## config.mk

```make
export PLATFORM = sky130hd
export DESIGN_NAME = hpsp_ctrl
export DESIGN_NICKNAME = d
export VERILOG_FILES = /design/src/rtl/hpsp_pkg.sv /design/src/rtl/hpsp_ctrl.sv
export SDC_FILE = /design/constraint.sdc
export NUM_CORES = 1
export LEC_CHECK = 0
export ABC_AREA = 0
export ABC_CLOCK_PERIOD_IN_PS = 1170
export BUFFER_PORTS_ARGS = -buffer_cell sky130_fd_sc_hd__buf_2
export CAP_MARGIN = 20
export CORE_ASPECT_RATIO = 0.8
export CORE_MARGIN = 5
export CORE_UTILIZATION = 49
export CTS_CLUSTER_DIAMETER = 150
export CTS_CLUSTER_SIZE = 16
export DETAILED_ROUTE_END_ITERATION = 6
export HOLD_SLACK_MARGIN = 0.05
export PLACE_DENSITY = 0.75
export SYNTH_ARGS = -nofsm -noshare
export SYNTH_HDL_FRONTEND = slang
export SYNTH_SLANG_ARGS = --single-unit
```

## constraint.sdc

```tcl
create_clock -name clk -period 1.17 [get_ports clk]
set_input_delay 0.2925 -clock clk [delete_from_list [all_inputs] [get_ports clk]]
set_output_delay 0.2925 -clock clk [all_outputs]
set_load 0.02 [all_outputs]
```

## src/rtl/hpsp_pkg.sv

```systemverilog
// Package of shared types and constants for the hub port strap and power control block.
package hpsp_pkg;
	localparam int HPSP_PORTS = 4;
	localparam logic [3:0] HPSP_RST_POWER = 4'h0;
	localparam logic [3:0] HPSP_RST_DISABLED = 4'h0;
	localparam logic HPSP_RST_PULLUP = 1'h0;

	typedef enum {HPSP_ST_RESET, HPSP_ST_FILL, HPSP_ST_SAMPLE, HPSP_ST_RUN} hpsp_state_t;

	typedef struct packed {
		logic [3:0] pos;
		logic [3:0] neg;
	} hpsp_strap_t;

	typedef struct packed {
		logic supply;
		logic strap_en;
		hpsp_strap_t strap;
	} hpsp_pins_t;
endpackage

```

## src/rtl/hpsp_ctrl.sv

```systemverilog
// Port strap sampling, upstream attach pull-up and downstream port power control.
// Operation
// Names ending _n are low-active, others high.
// Enable upstream pull-up only with supply present.
// Sample port disable straps when strap mode enabled.
// Board ties both data pins high to disable.
// One active-high power enable per downstream port.
// Straps captured at reset negation instant; the code takes them from sync2 on the third clock edge after release.
// Disabled port stays unpowered until next reset.
`timescale 1ns/1ns
module hpsp_ctrl
	import hpsp_pkg::*;
(
	input wire logic clk,
	input wire logic arst_n,
	input wire logic upstream_supply_detect,
	input wire logic strap_enable,
	input wire hpsp_strap_t port_off_strap,
	input wire logic [HPSP_PORTS-1:0] port_power_request,
	output logic upstream_pullup_enable,
	output logic [HPSP_PORTS-1:0] port_power_enable,
	output logic [HPSP_PORTS-1:0] port_disabled
);
	// Pin inputs pass two flip-flops; stage one feeds only stage two.
	hpsp_pins_t sync1;
	hpsp_pins_t sync2;
	hpsp_state_t state;
	hpsp_state_t next_state;
	logic [HPSP_PORTS-1:0] next_disabled;
	logic [HPSP_PORTS-1:0] next_power;
	logic next_pullup;

	always_ff @(posedge clk or negedge arst_n)
	begin
		if (!arst_n)
		begin
			sync1 <= 10'h000;
			sync2 <= 10'h000;
		end
		else
		begin
			sync1.supply <= upstream_supply_detect;
			sync1.strap_en <= strap_enable;
			sync1.strap <= port_off_strap;
			sync2 <= sync1;
		end
	end

	// Both pins high marks the port off; one high pin alone is an ordinary line state of an
	// attached device, so it must not switch the port off. see
	function automatic logic [HPSP_PORTS-1:0] strap_off(
		input logic strap_en,
		input hpsp_strap_t pins
	);
		logic [HPSP_PORTS-1:0] off;
		off = pins.pos & pins.neg;
		return strap_en ? off : 4'h0;
	endfunction

	// The synchroniser is cleared by reset, so the straps only stand in sync2 two edges after
	// release; the capture waits in a fill state and lands on the third edge.
	always_comb
	begin
		next_state = state;
		next_disabled = port_disabled;
		next_power = port_power_enable;
		next_pullup = sync2.supply && (state == HPSP_ST_RUN);
		case (state)
			HPSP_ST_RESET:
			begin
				next_state = HPSP_ST_FILL;
			end
			HPSP_ST_FILL:
			begin
				next_state = HPSP_ST_SAMPLE;
			end
			HPSP_ST_SAMPLE:
			begin
				next_state = HPSP_ST_RUN;
				next_disabled = strap_off(sync2.strap_en, sync2.strap); // see
				next_power = 4'h0;
			end
			HPSP_ST_RUN:
			begin
				next_power = port_power_request & ~port_disabled; // see
			end
			default:
			begin
				next_state = HPSP_ST_RESET;
			end
		endcase
	end

	always_ff @(posedge clk or negedge arst_n)
	begin
		if (!arst_n)
		begin
			state <= HPSP_ST_RESET;
			port_disabled <= HPSP_RST_DISABLED;
			port_power_enable <= HPSP_RST_POWER;
			upstream_pullup_enable <= HPSP_RST_PULLUP;
		end
		else
		begin
			state <= next_state;
			port_disabled <= next_disabled;
			port_power_enable <= next_power;
			upstream_pullup_enable <= next_pullup;
		end
	end

	property p_disabled_unpowered;
		@(posedge clk) disable iff (!arst_n)
		(state == HPSP_ST_RUN) |=> ((port_power_enable & port_disabled) == 4'h0);
	endproperty
	a_disabled_unpowered: assert property (p_disabled_unpowered)
		else $error("Disabled port powered.");

	property p_disabled_stable;
		@(posedge clk) disable iff (!arst_n)
		(state == HPSP_ST_RUN) |=> $stable(port_disabled);
	endproperty
	a_disabled_stable: assert property (p_disabled_stable)
		else $error("Disable changed after sample.");

	property p_sample;
		@(posedge clk) disable iff (!arst_n)
		(state == HPSP_ST_SAMPLE) |=>
			(port_disabled == strap_off($past(sync2.strap_en), $past(sync2.strap)));
	endproperty
	a_sample: assert property (p_sample)
		else $error("Strap sample wrong.");

	property p_pullup;
		@(posedge clk) disable iff (!arst_n)
		upstream_pullup_enable |-> $past(sync2.supply);
	endproperty
	a_pullup: assert property (p_pullup)
		else $error("Pull-up without supply.");

	property p_pullup_on;
		@(posedge clk) disable iff (!arst_n)
		(sync2.supply && state == HPSP_ST_RUN) |=> upstream_pullup_enable;
	endproperty
	a_pullup_on: assert property (p_pullup_on)
		else $error("Pull-up missing.");

	property p_power_follows;
		@(posedge clk) disable iff (!arst_n)
		(state == HPSP_ST_RUN) |=> (port_power_enable == ($past(port_power_request) & ~port_disabled));
	endproperty
	a_power_follows: assert property (p_power_follows)
		else $error("Power enable wrong.");

	// Anchored on the fill state: reset is released on a clock edge, so an attempt that starts
	// in the reset state at that edge would see the reset state once more at the next one.
	property p_sequence;
		@(posedge clk) disable iff (!arst_n)
		(state == HPSP_ST_FILL) |=> (state == HPSP_ST_SAMPLE) ##1 (state == HPSP_ST_RUN);
	endproperty
	a_sequence: assert property (p_sequence)
		else $error("Sample sequence broken.");

	property p_no_power_early;
		@(posedge clk) disable iff (!arst_n)
		(state != HPSP_ST_RUN) |-> (port_power_enable == 4'h0 && !upstream_pullup_enable);
	endproperty
	a_no_power_early: assert property (p_no_power_early)
		else $error("Output active before run.");

	property p_strap_ignored;
		@(posedge clk) disable iff (!arst_n)
		(state == HPSP_ST_SAMPLE && !sync2.strap_en) |=> (port_disabled == 4'h0);
	endproperty
	a_strap_ignored: assert property (p_strap_ignored)
		else $error("Port disabled with straps off.");

	property p_disabled_held;
		@(posedge clk) disable iff (!arst_n)
		(state == HPSP_ST_FILL) |=> (port_disabled == HPSP_RST_DISABLED);
	endproperty
	a_disabled_held: assert property (p_disabled_held)
		else $error("Disable taken before sample.");

	property p_pullup_off;
		@(posedge clk) disable iff (!arst_n)
		!sync2.supply |=> !upstream_pullup_enable;
	endproperty
	a_pullup_off: assert property (p_pullup_off)
		else $error("Pull-up kept without supply.");

	property p_run_holds;
		@(posedge clk) disable iff (!arst_n)
		(state == HPSP_ST_RUN) |=> (state == HPSP_ST_RUN);
	endproperty
	a_run_holds: assert property (p_run_holds)
		else $error("Run left without reset.");

	property p_pullup_run;
		@(posedge clk) disable iff (!arst_n)
		upstream_pullup_enable |-> $past(state == HPSP_ST_RUN);
	endproperty
	a_pullup_run: assert property (p_pullup_run)
		else $error("Pull-up before run.");

	// Three checkers per port, so a failure points at the port that broke the rule.
	for (genvar i = 0; i < HPSP_PORTS; i++)
	begin : g_port
		property p_port_off;
			@(posedge clk) disable iff (!arst_n)
			port_disabled[i] |-> !port_power_enable[i];
		endproperty
		a_port_off: assert property (p_port_off)
			else $error("Disabled port has power.");

		property p_port_on;
			@(posedge clk) disable iff (!arst_n)
			(state == HPSP_ST_RUN && port_power_request[i] && !port_disabled[i]) |=>
				port_power_enable[i];
		endproperty
		a_port_on: assert property (p_port_on)
			else $error("Requested port not powered.");

		property p_port_drop;
			@(posedge clk) disable iff (!arst_n)
			!port_power_request[i] |=> !port_power_enable[i];
		endproperty
		a_port_drop: assert property (p_port_drop)
			else $error("Port powered without request.");
	end

endmodule // hpsp_ctrl

```

==> flow_metrics.tcl <==
set metrics [dict create \
    start_util_pct 51.8 \
    dp_slack_ps -15.7 \
    tightestPinTransition_ps 367 \
    ant_nets 0 \
    status "completed" \
    grt_max_degree 32 \
    p_comb_share_pct 5.9 \
    layout.nets 118 \
    r2r_setup_slack_ps 30 \
    crit_path_max_fanout 2 \
    rr_startpoint "state[0]" \
    slowest_delay_ps 410 \
    cts-htree-levels 2 \
    slowest_stage "dfrtp_1" \
    slew_headroom_pct 75.5 \
    drv_cap 0 \
    ir_drop_mv 1.06 \
    reg2regPathDepth 4 \
    total_power_w 0.00228 \
    clock-sinks 31 \
    critPathTopFamily "flip-flops" \
    fmax_mhz 868 \
    fp.dieW_um 60.0 \
    clock_skew_ps 1.72 \
    utilization_pct 72.3 \
    ys_types 11 \
    critPathKind "reg2out" \
    rr_endpoint "port_power_enable[1]" \
    whs_path_depth 1 \
    diodes 0 \
    cp-start-kind "flip-flop" \
    place.port_buffers 24 \
    place_congestion 0.709 \
    crit_buf_inv 1 \
    drt_iter0_markers 10 \
    routed_wl_um 1630 \
    power_switching_w 0.000419 \
    track_usage_pct 11.8 \
    cp.arrival_ps 860 \
    area_delta_synth_final_pct 39.6 \
    path_cells "buf_6" \
    slew_violations 0 \
    clk_pin_slew_ps 90 \
    hold_viol_final 0 \
    worstPathRequired_ps 880 \
    hold_class "in2reg" \
    post_drt_wl_per_cell_um 13.4 \
    cts_tree "built" \
    drtPass1Iterations 4 \
    synthCells 59 \
    min_period_ps 1150 \
    seq_power_share_pct 50.1 \
    holdCritStartpoint "upstream_supply_detect" \
    cts_root_buf "clkbuf_4" \
    fin_ws_ps 17.6 \
    insertion_delay_ps 310 \
    pin_count 25 \
    whs_endpoint "sync1[9]" \
    dieArea_um2 3000 \
    netSwitchingFraction_pct 18.4 \
    via_count 578 \
    core_um2 1890 \
    std_cell_rows 14 \
    powerDensity_nw_per_um2 1670 \
    clockPowerShare_pct 44.0 \
    post_synth.cell_area_avg_um2 16.6 \
    power_leakage_nw 0.641 \
    drive_above_1_share_pct 46.9 \
    ys_ff_latch 31 \
    seq_area_frac_synth_pct 79.2 \
    setup_tns_ps 0 \
    ys_warn_count 0 \
    viasPerCell 4.74 \
    grt-ovfl-total 0 \
    syn_nets 80 \
    fin_crit_sh_pct 98.5 \
    drcViolationCount 0 \
    grt_pass1_wl_um 2380 \
    setup_viol 0 \
    p_int_w 0.00186 \
    antenna_found_initial 0 \
    numCtsBuffers 5 \
    synth_area_um2 980 \
    cts_buffer_depth 2 \
    grt_pass1_vias 558 \
    dp_hpwl_um 1030 \
    end_kind "output pin" \
    fillCellCount 129 \
    die_height_um 50.0 \
    rsz0062_at_grt "true" \
]
stage by stage:
stage / cell area [um^2] / std cells / hold slack [ps]
after floorplan: 980 / 59 / -3.09
after global placement: 1140 / 108 / 312
after detailed placement: 1140 / 108 / 315
after CTS: 1260 / 117 / 62.1
after global routing: 1370 / 122 / 50.3
final: 1370 / 122 / 76.7
sequential cells by signal (all words and copies together) (netlist names):
register	flops
upstream_pullup_enable	1
sync2	10
port_power_enable	4
port_disabled	4
sync1	10
state	2
power by group through the flow:
stage,logic (W),registers [W],clock network (W)
floorplan,0.0000148,0.00118,0
global placement,0.0000982,0.00116,0
global route,0.000146,0.00115,0.00108
finish,0.000133,0.00114,0.00100
CTS,0.000108,0.00114,0.00102
detailed placement,0.000101,0.00116,0
layout make-up:
cell class | instances | area [um^2] | area share, %
clock buffers | 6 | 41.3 | 3.02
clock inverters | 2 | 60.1 | 4.39
inverters | 6 | 22.5 | 1.65
multi-input cells | 22 | 209 | 15.3
flip-flops and latches | 31 | 777 | 56.8
well taps | 24 | 30.0 | 2.20
repair buffers | 31 | 228 | 16.7
synthesized netlist by cell type (all sizes together):
| master | number | area [um^2] |
|---|---|---|
| a21oi | 1 | 5.00 |
| ha | 5 | 62.6 |
| dfrtp | 31 | 776 |
| inv | 6 | 22.5 |
| o21ai | 4 | 20.0 |
| nand4 | 4 | 25.0 |
| a32o | 4 | 40.0 |
| nor3 | 1 | 5.00 |
| mux2 | 1 | 11.3 |
| and2 | 1 | 6.26 |
| nor2 | 1 | 6.26 |
placed cells by master, fill, tap and decap left out, types with 2 or more instances in the layout:
master         count
dfrtp_1           30
o21ai_0            4
nand4_1            4
inv_1              4
buf_4              5
bufinv_16          2
a32o_1             4
clkbuf_4           5
ha_2               4
dlygate4sd3_1      2
buf_6              8
inv_2              2
buf_2             16
cell families after synthesis:
logic type,Yosys count,synth area share [%]
DFF,31,79.2
AOI/OAI and AO/OA,9,6.64
and+or+nand+nor,7,4.34
buffers and inverters,6,2.30
adders and majority gates,5,6.39
muxes,1,1.15
how the worst max path moves through the flow:
stage                                      end                  from  cells after the start  slack (ps)
after global routing      port_power_enable[1]  port_power_enable[1]                      1         -30
after global placement                state[1]              state[1]                      2          70
after floorplan                       state[1]              state[0]                      3          90
final                     port_power_enable[1]  port_power_enable[1]                      1          20
after CTS                 port_power_enable[0]  port_power_enable[0]                      1           4
after detailed placement  port_power_enable[1]              state[1]                      3         -20
per-layer routing:
layer | global-route usage [%] | vias up | share of wire, %
met1 | 12.2 | 268 | 40
li1 | - | 277 | -
met5 | 0 | - | 0
met2 | 18.2 | 28 | 48
met4 | 6.64 | 0 | 1.7
met3 | 7.05 | 5 | 11
worst reg2reg max path: stages (launching register included):
cell,delay (ps)
dfrtp_1,420
inv_2,120
ha_2,220
nor2_4,60
a32o_1,210
repair_timing:
| action | CTS | global route |
|---|---|---|
| gates cloned | 0 | 0 |
| resized for setup | 6 | 19 |
| endpoints found under the setup margin | 7 | 17 |
| hold endpoints to repair | 31 | 1 |
| hold buffers | 1 | 1 |
| setup buffers | 0 | 4 |
Power figures use the tool's default switching activity.
